## src/include/ucmir_regs.svh

```systemverilog
// Register addresses, field positions, reset values and timing counts of the serial port.
// Assumes 32-bit word-aligned register addresses on the plain register port.
`ifndef UCMIR_REGS_SVH
`define UCMIR_REGS_SVH

`define UCMIR_ADDR_CMD 32'h400E0600
`define UCMIR_ADDR_MODE 32'h400E0604
`define UCMIR_ADDR_IEN 32'h400E0608
`define UCMIR_ADDR_IDIS 32'h400E060C
`define UCMIR_ADDR_IMASK 32'h400E0610
`define UCMIR_ADDR_STAT 32'h400E0614
`define UCMIR_ADDR_RHR 32'h400E0618
`define UCMIR_ADDR_THR 32'h400E061C
`define UCMIR_ADDR_BAUD 32'h400E0620

`define UCMIR_CMD_RXRST 2
`define UCMIR_CMD_TXRST 3
`define UCMIR_CMD_RX_ENABLE_CMD 4
`define UCMIR_CMD_RX_DISABLE_CMD 5
`define UCMIR_CMD_TX_ENABLE_CMD 6
`define UCMIR_CMD_TX_DISABLE_CMD 7
`define UCMIR_CMD_CLRERR 8

`define UCMIR_MODE_FILTER 4
`define UCMIR_MODE_PAR_LO 9
`define UCMIR_MODE_CHM_LO 14

`define UCMIR_PAR_EVEN 3'h0
`define UCMIR_PAR_ODD 3'h1
`define UCMIR_PAR_SPACE 3'h2
`define UCMIR_PAR_MARK 3'h3
`define UCMIR_PAR_NONE 3'h4

`define UCMIR_CHM_NORMAL 2'h0
`define UCMIR_CHM_ECHO 2'h1
`define UCMIR_CHM_LOCAL 2'h2
`define UCMIR_CHM_REMOTE 2'h3

`define UCMIR_ST_RX_CHAR_READY 0
`define UCMIR_ST_TX_HOLDING_FREE 1
`define UCMIR_ST_RX_DMA_END 3
`define UCMIR_ST_TX_DMA_END 4
`define UCMIR_ST_OVERRUN_FLAG 5
`define UCMIR_ST_FRAME 6
`define UCMIR_ST_PARITY_ERROR_FLAG 7
`define UCMIR_ST_TX_ALL_IDLE 9
`define UCMIR_ST_TX_DMA_BUFFER_EMPTY 11
`define UCMIR_ST_RX_DMA_BUFFER_FULL 12
`define UCMIR_IRQ_BITS 13'h1AFB

`define UCMIR_MODE_RESET 32'h00000000
`define UCMIR_BAUD_RESET 16'h0000
`define UCMIR_SUB_MID 4'h7
`define UCMIR_SUB_LAST 4'hF
`define UCMIR_BIT_LAST 3'h7

`endif
```

## src/include/ucmir_pkg.sv

```systemverilog
// Types shared by the serial port control block.
// Assumes widths fixed at eight data bits and thirteen status positions.
package ucmir_pkg;

  typedef enum logic [2:0] {
    UCMIR_IDLE,
    UCMIR_START,
    UCMIR_DATA,
    UCMIR_PARITY,
    UCMIR_STOP
  } ucmir_phase_e;

  typedef struct packed {
    logic [31:0] rdata;
    logic filter;
    logic [2:0] parity;
    logic [1:0] channel_test_mode;
    logic [15:0] baud_div;
    logic [15:0] baud_cnt;
    logic tick;
    logic [12:0] imask;
    logic rx_en;
    logic rx_dis_pend;
    logic tx_en;
    logic tx_dis_pend;
    logic rx_meta;
    logic rx_sync;
    logic [2:0] rx_samp;
    ucmir_phase_e rx_phase;
    logic [3:0] rx_sub;
    logic [2:0] rx_cnt;
    logic [7:0] rx_shift;
    logic rx_parbit;
    logic [7:0] rx_hold;
    logic rx_char_ready;
    logic overrun_flag;
    logic frame;
    logic parity_error_flag;
    ucmir_phase_e tx_phase;
    logic [3:0] tx_sub;
    logic [2:0] tx_cnt;
    logic [7:0] tx_shift;
    logic tx_parbit;
    logic tx_line;
    logic pin_out;
    logic irq;
  } ucmir_state_s;

endpackage

```

## src/hdl/ucmir_core.sv

```systemverilog
// Serial port with command, mode, interrupt mask and data registers.
// Assumes a plain register port on clk_sys and an asynchronous serial input pin.
// Contract
// Receiver reset command resets and disables receiver, aborting the current character.
// Transmitter reset command resets and disables transmitter at once, aborting transmission.
// Receiver enable takes effect only when receiver disable is zero in that write.
// Receiver disable stops receiver; a character in progress finishes first.
// Transmitter enable takes effect only when transmitter disable is zero.
// Transmitter disable stops after shifted and waiting characters are sent.
// Error-clear command clears parity, framing and overrun flags.
// Filter bit set: line taken as majority of three samples at 16x.
// Parity field: even, odd, space, mark, or no parity bit.
// Ones written to interrupt enable set matching mask bits.
// Ones written to interrupt disable clear matching mask bits.
// Mask register reads one for each enabled interrupt source.
// Ten sources share one bit layout across enable, disable and mask.
// Channel mode field selects normal, echo, local or remote loopback.
// Interrupt output high while any set status bit is unmasked.
// Echo mode resends received bits; transmitter runs without driving line.
// Local loopback feeds transmitter to receiver; output held idle high.
// Remote loopback connects input pin to output; transmitter and receiver off.
// Receiver checks parity per setting and flags mismatch.
`timescale 1ns/1ps
`include "ucmir_regs.svh"
module ucmir_core (
  input wire logic clk_sys,
  input wire logic rst_n,
  input wire logic [31:0] addr,
  input wire logic [31:0] wr_data,
  input wire logic wr_en,
  input wire logic rd_en,
  output logic [31:0] rd_data,
  input wire logic serial_in_pin,
  output logic serial_out_pin,
  output logic irq,
  input wire logic rx_dma_end,
  input wire logic tx_dma_end,
  input wire logic tx_dma_buffer_empty,
  input wire logic rx_dma_buffer_full
);
  ucmir_pkg::ucmir_state_s q;
  ucmir_pkg::ucmir_state_s d;
  logic [12:0] stat;
  logic [31:0] cmd;
  logic tx_run;
  logic rx_run;
  logic buf_in_valid;
  logic buf_in_ready;
  logic buf_out_valid;
  logic buf_out_ready;
  logic [7:0] buf_out_data;
  logic buf_flush;
  logic rx_src;
  logic rx_val;

  function automatic logic ucmir_par(input logic [7:0] data, input logic [2:0] sel);
    case (sel)
      `UCMIR_PAR_EVEN: ucmir_par = ^data;
      `UCMIR_PAR_ODD: ucmir_par = ~^data;
      `UCMIR_PAR_SPACE: ucmir_par = 1'b0;
      `UCMIR_PAR_MARK: ucmir_par = 1'b1;
      default: ucmir_par = 1'b0;
    endcase
  endfunction

  function automatic logic ucmir_has_par(input logic [2:0] sel);
    ucmir_has_par = sel < `UCMIR_PAR_NONE;
  endfunction

  assign cmd = (wr_en && addr == `UCMIR_ADDR_CMD) ? wr_data : 32'h00000000;
  // Remote loopback takes both engines out of service
  assign tx_run = q.tx_en && q.channel_test_mode != `UCMIR_CHM_REMOTE;
  assign rx_run = q.rx_en && q.channel_test_mode != `UCMIR_CHM_REMOTE;
  assign buf_in_valid = wr_en && addr == `UCMIR_ADDR_THR && q.tx_en && !q.tx_dis_pend;
  assign buf_out_ready = tx_run && q.tx_phase == ucmir_pkg::UCMIR_IDLE;
  assign buf_flush = cmd[`UCMIR_CMD_TXRST];
  assign rx_src = (q.channel_test_mode == `UCMIR_CHM_LOCAL) ? q.tx_line : q.rx_sync;
  assign rx_val = q.filter ? ((q.rx_samp[0] & q.rx_samp[1]) | (q.rx_samp[1] & q.rx_samp[2]) |
                  (q.rx_samp[0] & q.rx_samp[2])) : rx_src;

  assign rd_data = q.rdata;
  assign serial_out_pin = q.pin_out;
  assign irq = q.irq;

  ucmir_pair_buf #(
    .W(8),
    .DEPTH(2)
  ) u_tx_buf (
    .clk_sys(clk_sys),
    .rst_n(rst_n),
    .flush(buf_flush),
    .in_valid(buf_in_valid),
    .in_data(wr_data[7:0]),
    .in_ready(buf_in_ready),
    .out_valid(buf_out_valid),
    .out_data(buf_out_data),
    .out_ready(buf_out_ready)
  );

  always_comb
  begin
    stat = 13'h0000;
    stat[`UCMIR_ST_RX_CHAR_READY] = q.rx_char_ready;
    stat[`UCMIR_ST_TX_HOLDING_FREE] = q.tx_en && !q.tx_dis_pend && buf_in_ready;
    stat[`UCMIR_ST_RX_DMA_END] = rx_dma_end;
    stat[`UCMIR_ST_TX_DMA_END] = tx_dma_end;
    stat[`UCMIR_ST_OVERRUN_FLAG] = q.overrun_flag;
    stat[`UCMIR_ST_FRAME] = q.frame;
    stat[`UCMIR_ST_PARITY_ERROR_FLAG] = q.parity_error_flag;
    stat[`UCMIR_ST_TX_ALL_IDLE] = q.tx_en && q.tx_phase == ucmir_pkg::UCMIR_IDLE && !buf_out_valid;
    stat[`UCMIR_ST_TX_DMA_BUFFER_EMPTY] = tx_dma_buffer_empty;
    stat[`UCMIR_ST_RX_DMA_BUFFER_FULL] = rx_dma_buffer_full;
  end

  always_comb
  begin
    d = q;
    // Baud divider; zero divisor stops the bit clock
    if (q.baud_div == 16'h0000)
    begin
      d.baud_cnt = 16'h0000;
      d.tick = 1'b0;
    end
    else if (q.baud_cnt >= 16'(q.baud_div - 16'h0001))
    begin
      d.baud_cnt = 16'h0000;
      d.tick = 1'b1;
    end
    else
    begin
      d.baud_cnt = 16'(q.baud_cnt + 16'h0001);
      d.tick = 1'b0;
    end

    // Register reads, data valid for one cycle only
    d.rdata = 32'h00000000;
    if (rd_en)
    begin
      case (addr)
        `UCMIR_ADDR_MODE:
        begin
          d.rdata[`UCMIR_MODE_FILTER] = q.filter;
          d.rdata[`UCMIR_MODE_PAR_LO +: 3] = q.parity;
          d.rdata[`UCMIR_MODE_CHM_LO +: 2] = q.channel_test_mode;
        end
        `UCMIR_ADDR_IMASK: d.rdata[12:0] = q.imask;
        `UCMIR_ADDR_STAT: d.rdata[12:0] = stat;
        `UCMIR_ADDR_RHR: d.rdata[7:0] = q.rx_hold;
        `UCMIR_ADDR_BAUD: d.rdata[15:0] = q.baud_div;
        default: d.rdata = 32'h00000000;
      endcase
      if (addr == `UCMIR_ADDR_RHR)
        d.rx_char_ready = 1'b0;
    end

    // Register writes
    if (wr_en)
    begin
      case (addr)
        `UCMIR_ADDR_MODE:
        begin
          d.filter = wr_data[`UCMIR_MODE_FILTER];
          d.parity = wr_data[`UCMIR_MODE_PAR_LO +: 3];
          d.channel_test_mode = wr_data[`UCMIR_MODE_CHM_LO +: 2];
        end
        `UCMIR_ADDR_IEN: d.imask = q.imask | (wr_data[12:0] & `UCMIR_IRQ_BITS);
        `UCMIR_ADDR_IDIS: d.imask = q.imask & ~(wr_data[12:0] & `UCMIR_IRQ_BITS);
        `UCMIR_ADDR_BAUD: d.baud_div = wr_data[15:0];
        default: d.imask = q.imask;
      endcase
    end

    // Clear comes before the receiver so a new error wins
    if (cmd[`UCMIR_CMD_CLRERR])
    begin
      d.overrun_flag = 1'b0;
      d.frame = 1'b0;
      d.parity_error_flag = 1'b0;
    end

    // Receive line: two-flop synchroniser, then optional three-sample window
    d.rx_meta = serial_in_pin;
    d.rx_sync = q.rx_meta;
    if (q.tick)
      d.rx_samp = {q.rx_samp[1:0], rx_src};

    if (!rx_run)
      d.rx_phase = ucmir_pkg::UCMIR_IDLE;
    else if (q.tick)
    begin
      d.rx_sub = 4'(q.rx_sub + 4'h1);
      case (q.rx_phase)
        ucmir_pkg::UCMIR_IDLE:
        begin
          d.rx_sub = 4'h0;
          if (!rx_val)
            d.rx_phase = ucmir_pkg::UCMIR_START;
        end
        ucmir_pkg::UCMIR_START:
        begin
          // Glitch shorter than half a bit is not a start bit
          if (q.rx_sub == `UCMIR_SUB_MID && rx_val)
            d.rx_phase = ucmir_pkg::UCMIR_IDLE;
          else if (q.rx_sub == `UCMIR_SUB_LAST)
          begin
            d.rx_phase = ucmir_pkg::UCMIR_DATA;
            d.rx_cnt = 3'h0;
          end
        end
        ucmir_pkg::UCMIR_DATA:
        begin
          if (q.rx_sub == `UCMIR_SUB_MID)
            d.rx_shift = {rx_val, q.rx_shift[7:1]};
          if (q.rx_sub == `UCMIR_SUB_LAST)
          begin
            d.rx_cnt = 3'(q.rx_cnt + 3'h1);
            if (q.rx_cnt == `UCMIR_BIT_LAST)
              d.rx_phase = ucmir_has_par(q.parity) ? ucmir_pkg::UCMIR_PARITY :
                           ucmir_pkg::UCMIR_STOP;
          end
        end
        ucmir_pkg::UCMIR_PARITY:
        begin
          if (q.rx_sub == `UCMIR_SUB_MID)
            d.rx_parbit = rx_val;
          if (q.rx_sub == `UCMIR_SUB_LAST)
            d.rx_phase = ucmir_pkg::UCMIR_STOP;
        end
        ucmir_pkg::UCMIR_STOP:
        begin
          if (q.rx_sub == `UCMIR_SUB_MID)
          begin
            d.rx_hold = q.rx_shift;
            d.rx_char_ready = 1'b1;
            d.overrun_flag = d.overrun_flag | q.rx_char_ready;
            d.frame = d.frame | !rx_val;
            d.parity_error_flag = d.parity_error_flag | (ucmir_has_par(q.parity) &&
                     q.rx_parbit != ucmir_par(q.rx_shift, q.parity));
            d.rx_phase = ucmir_pkg::UCMIR_IDLE;
            if (q.rx_dis_pend)
            begin
              d.rx_en = 1'b0;
              d.rx_dis_pend = 1'b0;
            end
          end
        end
        default: d.rx_phase = ucmir_pkg::UCMIR_IDLE;
      endcase
    end

    // Transmitter; in echo mode it still runs but never reaches the pin
    if (buf_out_valid && buf_out_ready)
    begin
      d.tx_shift = buf_out_data;
      d.tx_parbit = ucmir_par(buf_out_data, q.parity);
      d.tx_phase = ucmir_pkg::UCMIR_START;
      d.tx_sub = 4'h0;
    end
    else if (!tx_run)
      d.tx_phase = ucmir_pkg::UCMIR_IDLE;
    else if (q.tick && q.tx_phase != ucmir_pkg::UCMIR_IDLE)
    begin
      d.tx_sub = 4'(q.tx_sub + 4'h1);
      if (q.tx_sub == `UCMIR_SUB_LAST)
      begin
        case (q.tx_phase)
          ucmir_pkg::UCMIR_START:
          begin
            d.tx_phase = ucmir_pkg::UCMIR_DATA;
            d.tx_cnt = 3'h0;
          end
          ucmir_pkg::UCMIR_DATA:
          begin
            d.tx_shift = {1'b0, q.tx_shift[7:1]};
            d.tx_cnt = 3'(q.tx_cnt + 3'h1);
            if (q.tx_cnt == `UCMIR_BIT_LAST)
              d.tx_phase = ucmir_has_par(q.parity) ? ucmir_pkg::UCMIR_PARITY :
                           ucmir_pkg::UCMIR_STOP;
          end
          ucmir_pkg::UCMIR_PARITY: d.tx_phase = ucmir_pkg::UCMIR_STOP;
          default: d.tx_phase = ucmir_pkg::UCMIR_IDLE;
        endcase
      end
    end
    case (d.tx_phase)
      ucmir_pkg::UCMIR_START: d.tx_line = 1'b0;
      ucmir_pkg::UCMIR_DATA: d.tx_line = d.tx_shift[0];
      ucmir_pkg::UCMIR_PARITY: d.tx_line = d.tx_parbit;
      default: d.tx_line = 1'b1;
    endcase
    // Disable waits for shifter and buffer to drain
    if (q.tx_dis_pend && q.tx_phase == ucmir_pkg::UCMIR_IDLE && !buf_out_valid &&
        !(buf_out_valid && buf_out_ready))
    begin
      d.tx_en = 1'b0;
      d.tx_dis_pend = 1'b0;
    end

    // Commands; resets follow the engines so they override them, and enables come last
    if (cmd[`UCMIR_CMD_RX_DISABLE_CMD])
    begin
      if (q.rx_phase == ucmir_pkg::UCMIR_IDLE)
        d.rx_en = 1'b0;
      else
        d.rx_dis_pend = 1'b1;
    end
    if (cmd[`UCMIR_CMD_TX_DISABLE_CMD])
    begin
      if (q.tx_phase == ucmir_pkg::UCMIR_IDLE && !buf_out_valid)
        d.tx_en = 1'b0;
      else
        d.tx_dis_pend = 1'b1;
    end
    if (cmd[`UCMIR_CMD_RXRST])
    begin
      d.rx_en = 1'b0;
      d.rx_dis_pend = 1'b0;
      d.rx_phase = ucmir_pkg::UCMIR_IDLE;
      d.rx_sub = 4'h0;
    end
    if (cmd[`UCMIR_CMD_TXRST])
    begin
      d.tx_en = 1'b0;
      d.tx_dis_pend = 1'b0;
      d.tx_phase = ucmir_pkg::UCMIR_IDLE;
      d.tx_line = 1'b1;
    end
    if (cmd[`UCMIR_CMD_RX_ENABLE_CMD] && !cmd[`UCMIR_CMD_RX_DISABLE_CMD])
    begin
      d.rx_en = 1'b1;
      d.rx_dis_pend = 1'b0;
    end
    if (cmd[`UCMIR_CMD_TX_ENABLE_CMD] && !cmd[`UCMIR_CMD_TX_DISABLE_CMD])
    begin
      d.tx_en = 1'b1;
      d.tx_dis_pend = 1'b0;
    end

    // Output pin per channel mode
    case (q.channel_test_mode)
      `UCMIR_CHM_ECHO: d.pin_out = q.rx_sync;
      `UCMIR_CHM_LOCAL: d.pin_out = 1'b1;
      `UCMIR_CHM_REMOTE: d.pin_out = q.rx_sync;
      default: d.pin_out = q.tx_line;
    endcase

    d.irq = |(stat & q.imask);
  end

  always_ff @(posedge clk_sys)
  begin
    if (!rst_n)
    begin
      q <= '0;
      q.rx_meta <= 1'b1;
      q.rx_sync <= 1'b1;
      q.rx_samp <= 3'h7;
      q.tx_line <= 1'b1;
      q.pin_out <= 1'b1;
    end
    else
      q <= d;
  end
endmodule // ucmir_core

```

## src/hdl/ucmir_pair_buf.sv

```systemverilog
// Small ready/valid buffer between the holding register port and the shifter.
// Assumes one clock, synchronous active-low reset, flush from the same domain.
`timescale 1ns/1ps
module ucmir_pair_buf #(
  parameter int W = 8,
  parameter int DEPTH = 2
) (
  input wire logic clk_sys,
  input wire logic rst_n,
  input wire logic flush,
  input wire logic in_valid,
  input wire logic [W-1:0] in_data,
  output logic in_ready,
  output logic out_valid,
  output logic [W-1:0] out_data,
  input wire logic out_ready
);
  localparam int AW = (DEPTH > 2) ? $clog2(DEPTH) : 1;

  typedef struct packed {
    logic [DEPTH-1:0][W-1:0] mem;
    logic [AW-1:0] wr_ptr;
    logic [AW-1:0] rd_ptr;
    logic [AW:0] cnt;
  } ucmir_buf_s;

  ucmir_buf_s q;
  ucmir_buf_s d;
  logic push;
  logic pop;

  assign in_ready = q.cnt != (AW + 1)'(DEPTH);
  assign out_valid = q.cnt != '0;
  assign out_data = q.mem[q.rd_ptr];
  assign push = in_valid && in_ready;
  assign pop = out_valid && out_ready;

  always_comb
  begin
    d = q;
    if (push)
    begin
      d.mem[q.wr_ptr] = in_data;
      d.wr_ptr = (q.wr_ptr == AW'(DEPTH - 1)) ? '0 : AW'(q.wr_ptr + 1'b1);
    end
    if (pop)
      d.rd_ptr = (q.rd_ptr == AW'(DEPTH - 1)) ? '0 : AW'(q.rd_ptr + 1'b1);
    // Simultaneous push and pop keeps the count
    if (push && !pop)
      d.cnt = (AW + 1)'(q.cnt + 1'b1);
    else if (pop && !push)
      d.cnt = (AW + 1)'(q.cnt - 1'b1);
    if (flush)
      d = '0;
  end

  always_ff @(posedge clk_sys)
  begin
    if (!rst_n)
      q <= '0;
    else
      q <= d;
  end
endmodule // ucmir_pair_buf

```

## config.mk

```make
export PLATFORM = sky130hd
export DESIGN_NAME = ucmir_core
export DESIGN_NICKNAME = d
export VERILOG_FILES = /design/src/include/ucmir_pkg.sv /design/src/hdl/ucmir_core.sv /design/src/hdl/ucmir_pair_buf.sv
export VERILOG_INCLUDE_DIRS = /design/src /design/src/include
export SDC_FILE = /design/constraint.sdc
export NUM_CORES = 1
export LEC_CHECK = 0
export ABC_AREA = 1
export BUFFER_PORTS_ARGS = -buffer_cell sky130_fd_sc_hd__buf_2
export CORE_ASPECT_RATIO = 0.5
export CORE_MARGIN = 8
export CORE_UTILIZATION = 42
export DETAILED_ROUTE_END_ITERATION = 12
export PLACE_DENSITY = 0.61
export SYNTH_ARGS = -nofsm -noshare
export SYNTH_HDL_FRONTEND = slang
export SYNTH_HIERARCHICAL = 1
export SYNTH_SLANG_ARGS = --single-unit
export TNS_END_PERCENT = 50
```

## constraint.sdc

```tcl
create_clock -name clk_sys -period 5.39 [get_ports clk_sys]
set_input_delay 1.3475 -clock clk_sys [delete_from_list [all_inputs] [get_ports clk_sys]]
set_output_delay 1.3475 -clock clk_sys [all_outputs]
set_load 0.03 [all_outputs]
```

==> results_dict.tcl <==
set metrics [dict create \
    setup.worst_path.end "q[83]$_SDFF_PP0_" \
    tns_setup_ns 0 \
    grt_pass1_vias 6953 \
    met2_usage 0.290 \
    timing_worst_slew_pin_value_ns 1.06 \
    cap_violations 0 \
    routed_wire_length_per_instance_um 14.0 \
    synth_most_common_cell "sky130_fd_sc_hd__nand2_1" \
    antenna_left 0 \
    postPlaceCellArea_um2 8370 \
    max-slew-margin-rel 0.289 \
    final_design_area_no_fill_um2 8960 \
    track_usage 0.175 \
    cpMostUsedCell "sky130_fd_sc_hd__nor2_1" \
    std_cell_rows 35 \
    post_cts_resize_count 0 \
    seq_area_frac_synth 0.369 \
    critPathCaptureType "flop" \
    vdd_ir_drop_max_mv 0.193 \
    ctsRootBufferMaster "sky130_fd_sc_hd__clkbuf_16" \
    timing.fmax_ghz 0.304 \
    final.period_utilization 0.611 \
    synth_top_cells_by_area "sky130_fd_sc_hd__dfxtp_1 37%, sky130_fd_sc_hd__nand2_1 12%, sky130_fd_sc_hd__nor2_1 7.4%, sky130_fd_sc_hd__inv_1 7.1%, sky130_fd_sc_hd__a21oi_1 4.8%" \
    dr.pass1.iters 5 \
    slew_viol_final 0 \
    global_route_wire_length_before_repair_um 34100 \
    total_power_uw 2380 \
    synth_top_flop_cell "sky130_fd_sc_hd__dfxtp_1" \
    pin_count 107 \
    grt_max_degree 34 \
    detail_route.drc_violations 0 \
    detailed_place_hpwl_um 15900 \
    crit-reg2reg-launch "q[94]$_SDFFE_PN0P_" \
    synth.ff_latch_count 147 \
    cts_hold_buf 0 \
    h-tree-depth 4 \
    wl_um 20900 \
    core_area_um2 18500 \
    grt_antenna_before_repair 0 \
    hold_path_class "reg2reg" \
    worst-r2r-setup-slack_ns 2.10 \
    grt_max_usage_layer "met2" \
    yosysWarningCount 6 \
    fin_skew_ns 0.0107 \
    synth_area_leader_cell "sky130_fd_sc_hd__dfxtp_1" \
    final_layout_size_suffix_gt1_frac 0.111 \
    grt_util_met3 0.0452 \
    power_leakage_uw 0.00408 \
    crit_chain "nor2_1 > nand2_1 > nor2_1 > nand2_1 > nor3_2 > nand2_1 > nor2_1 > nand3_1 > xor2_1 > inv_1 > ha_1 > nand4_1 > nor3_1 > nand3_1 > nand3_1 > nand2b_1 > nor2_1" \
    power_density_nw_per_um2 265 \
    synthArstFlopShare 0 \
    run_status "completed" \
    dieHeight_um 113 \
    setup_viol 0 \
    arrival_ns 3.58 \
    startpoint_type "flop" \
    synthesis.instances 1165 \
    area.growth.synth_to_final_pct 12.3 \
    period_needed_ns 3.29 \
    cts_setup_buffers 0 \
    path_clk_slew_ns 0.07 \
    initial_utilization 0.431 \
    timing.critical_path.slowest_cell_delay_ns 0.52 \
    diodes 0 \
    critPathLaunch "q[94]$_SDFFE_PN0P_" \
    regToRegEndpoint "q[83]$_SDFF_PP0_" \
    mappedNetlistArea_um2 7980 \
    drt_via_density 4.94 \
    cts-root-to-sink-buffers 2 \
    fraction_of_met1_tracks_used_by_global_routing 0.227 \
    cts_num_sinks 147 \
    cts_tree "built" \
    grt_overflow 0 \
    timing_hold_violations_final 0 \
    routed-via-count 7360 \
    netlist_top_cells_count "253 x sky130_fd_sc_hd__nand2_1, 157 x sky130_fd_sc_hd__nor2_1, 152 x sky130_fd_sc_hd__inv_1" \
    synthDominantCellAreaShare 0.369 \
    cts_buffers 17 \
    grt_setup_unrepaired "false" \
    critical-path-slowest-cell "sky130_fd_sc_hd__nand2b_1" \
    synth_area_per_cell_um2 6.85 \
    die_extent_in_x_um 211 \
    synth-edff-count 0 \
    critical_path_required_ns 5.67 \
    filler_cell_count 1880 \
    die_area_um2 23900 \
    nets 1316 \
    clock_network_latency_to_the_later_pin_of_the_worst_skew_pair_ns 0.43 \
    drt-initial-drc-count 499 \
    port_buffers 74 \
    r2r_cells 17 \
    critical_path.max_fanout 16 \
    globalplace.congestion 0.868 \
    hp-start "d[56]$_SDFF_PN1_" \
    worst-setup-path-type "reg2reg" \
    count_of_unique_library_cells_instantiated_by_yosys 47 \
]
worst max-delay path, delay by kind of cell (launching register included):
family	cells	cell delay [ns]
AND/OR/NAND/NOR	14	2.26
buffers and inverters	1	0.06
flip-flops	1	0.36
XOR/XNOR	1	0.15
adder cells (fa/ha/maj)	1	0.31
per-layer routing:
| metal | vias to the layer above | part of all wire |
|---|---|---|
| met1 | 3370 | 0.47 |
| li1 | 3809 | - |
| met4 | 0 | 0.011 |
| met3 | 19 | 0.051 |
| met5 | - | 0 |
| met2 | 162 | 0.46 |
layout make-up:
| type | count | area, um2 | share of cell area |
|---|---|---|---|
| clock buffer | 20 | 447 | 0.0498 |
| clock inverter | 12 | 144 | 0.0161 |
| multi-input combinational | 815 | 4110 | 0.458 |
| timing repair buffer | 78 | 400 | 0.0447 |
| inverter | 159 | 597 | 0.0666 |
| sequential | 147 | 2940 | 0.328 |
| tap | 259 | 324 | 0.0362 |
cell families after synthesis:
logic type,count (synthesis),synth area share
buf+inv,218,0.124
xor+xnor,38,0.0417
simple gates,550,0.299
compound gates,186,0.127
fa+ha+maj,25,0.0392
other cells,1,0.000470
flops,147,0.369
layout by cell type (no fill, tap or decap), drive strengths merged:
cell and instances:
a211oi 2, a21boi 1, a21oi 76, a221oi 2, a22oi 4, a311oi 1
a31oi 7, and2 3, buf 78, bufinv 2, clkbuf 20, clkinv 7
conb 16, dfxtp 147, ha 25, inv 162, nand2 258, nand2b 1
nand3 61, nand3b 3, nand4 25, nor2 163, nor3 30, nor3b 2
o2111ai 1, o211a 1, o211ai 5, o21a 4, o21ai 77, o22ai 4
o31ai 1, or2 4, xnor2 18, xor2 20
metrics by stage:
step           instances  setup WS, ns  utilization  hold WS (ns)
3_5_place_dp        1458          1.94        0.452         0.403
2_1_floorplan       1180          2.29            -         0.393
6_report            1490          2.10        0.484         0.411
5_1_grt             1490          1.75        0.484         0.420
4_1_cts             1490          2.07        0.484         0.416
3_3_place_gp        1458          1.97        0.452         0.404
sequential cells by signal, indices dropped and copies added (netlist names), named ones only:
name,cells
q,98
u_tx_buf/q,20
rd_data,16
serial_out_pin,1
irq,1
d,1
worst min path at each step:
| stage | depth (start not counted) | slack [ns] | to |
|---|---|---|---|
| 2_1_floorplan | 1 | 0.39 | q[56]$_SDFF_PN1_ |
| 3_3_place_gp | 1 | 0.40 | q[56]$_SDFF_PN1_ |
| 3_5_place_dp | 1 | 0.40 | q[56]$_SDFF_PN1_ |
| 4_1_cts | 1 | 0.42 | q[56]$_SDFF_PN1_ |
| 5_1_grt | 1 | 0.42 | q[56]$_SDFF_PN1_ |
| 6_report | 1 | 0.41 | q[56]$_SDFF_PN1_ |
report_power, final:
group | switching (uW) | internal [uW] | leakage (uW)
Combinational | 64.1 | 23.3 | 0.00260
Sequential | 0.247 | 1090 | 0.00118
Clock | 497 | 704 | 0.000290
Total | 562 | 1810 | 0.00408
Power figures use the tool's default switching activity.
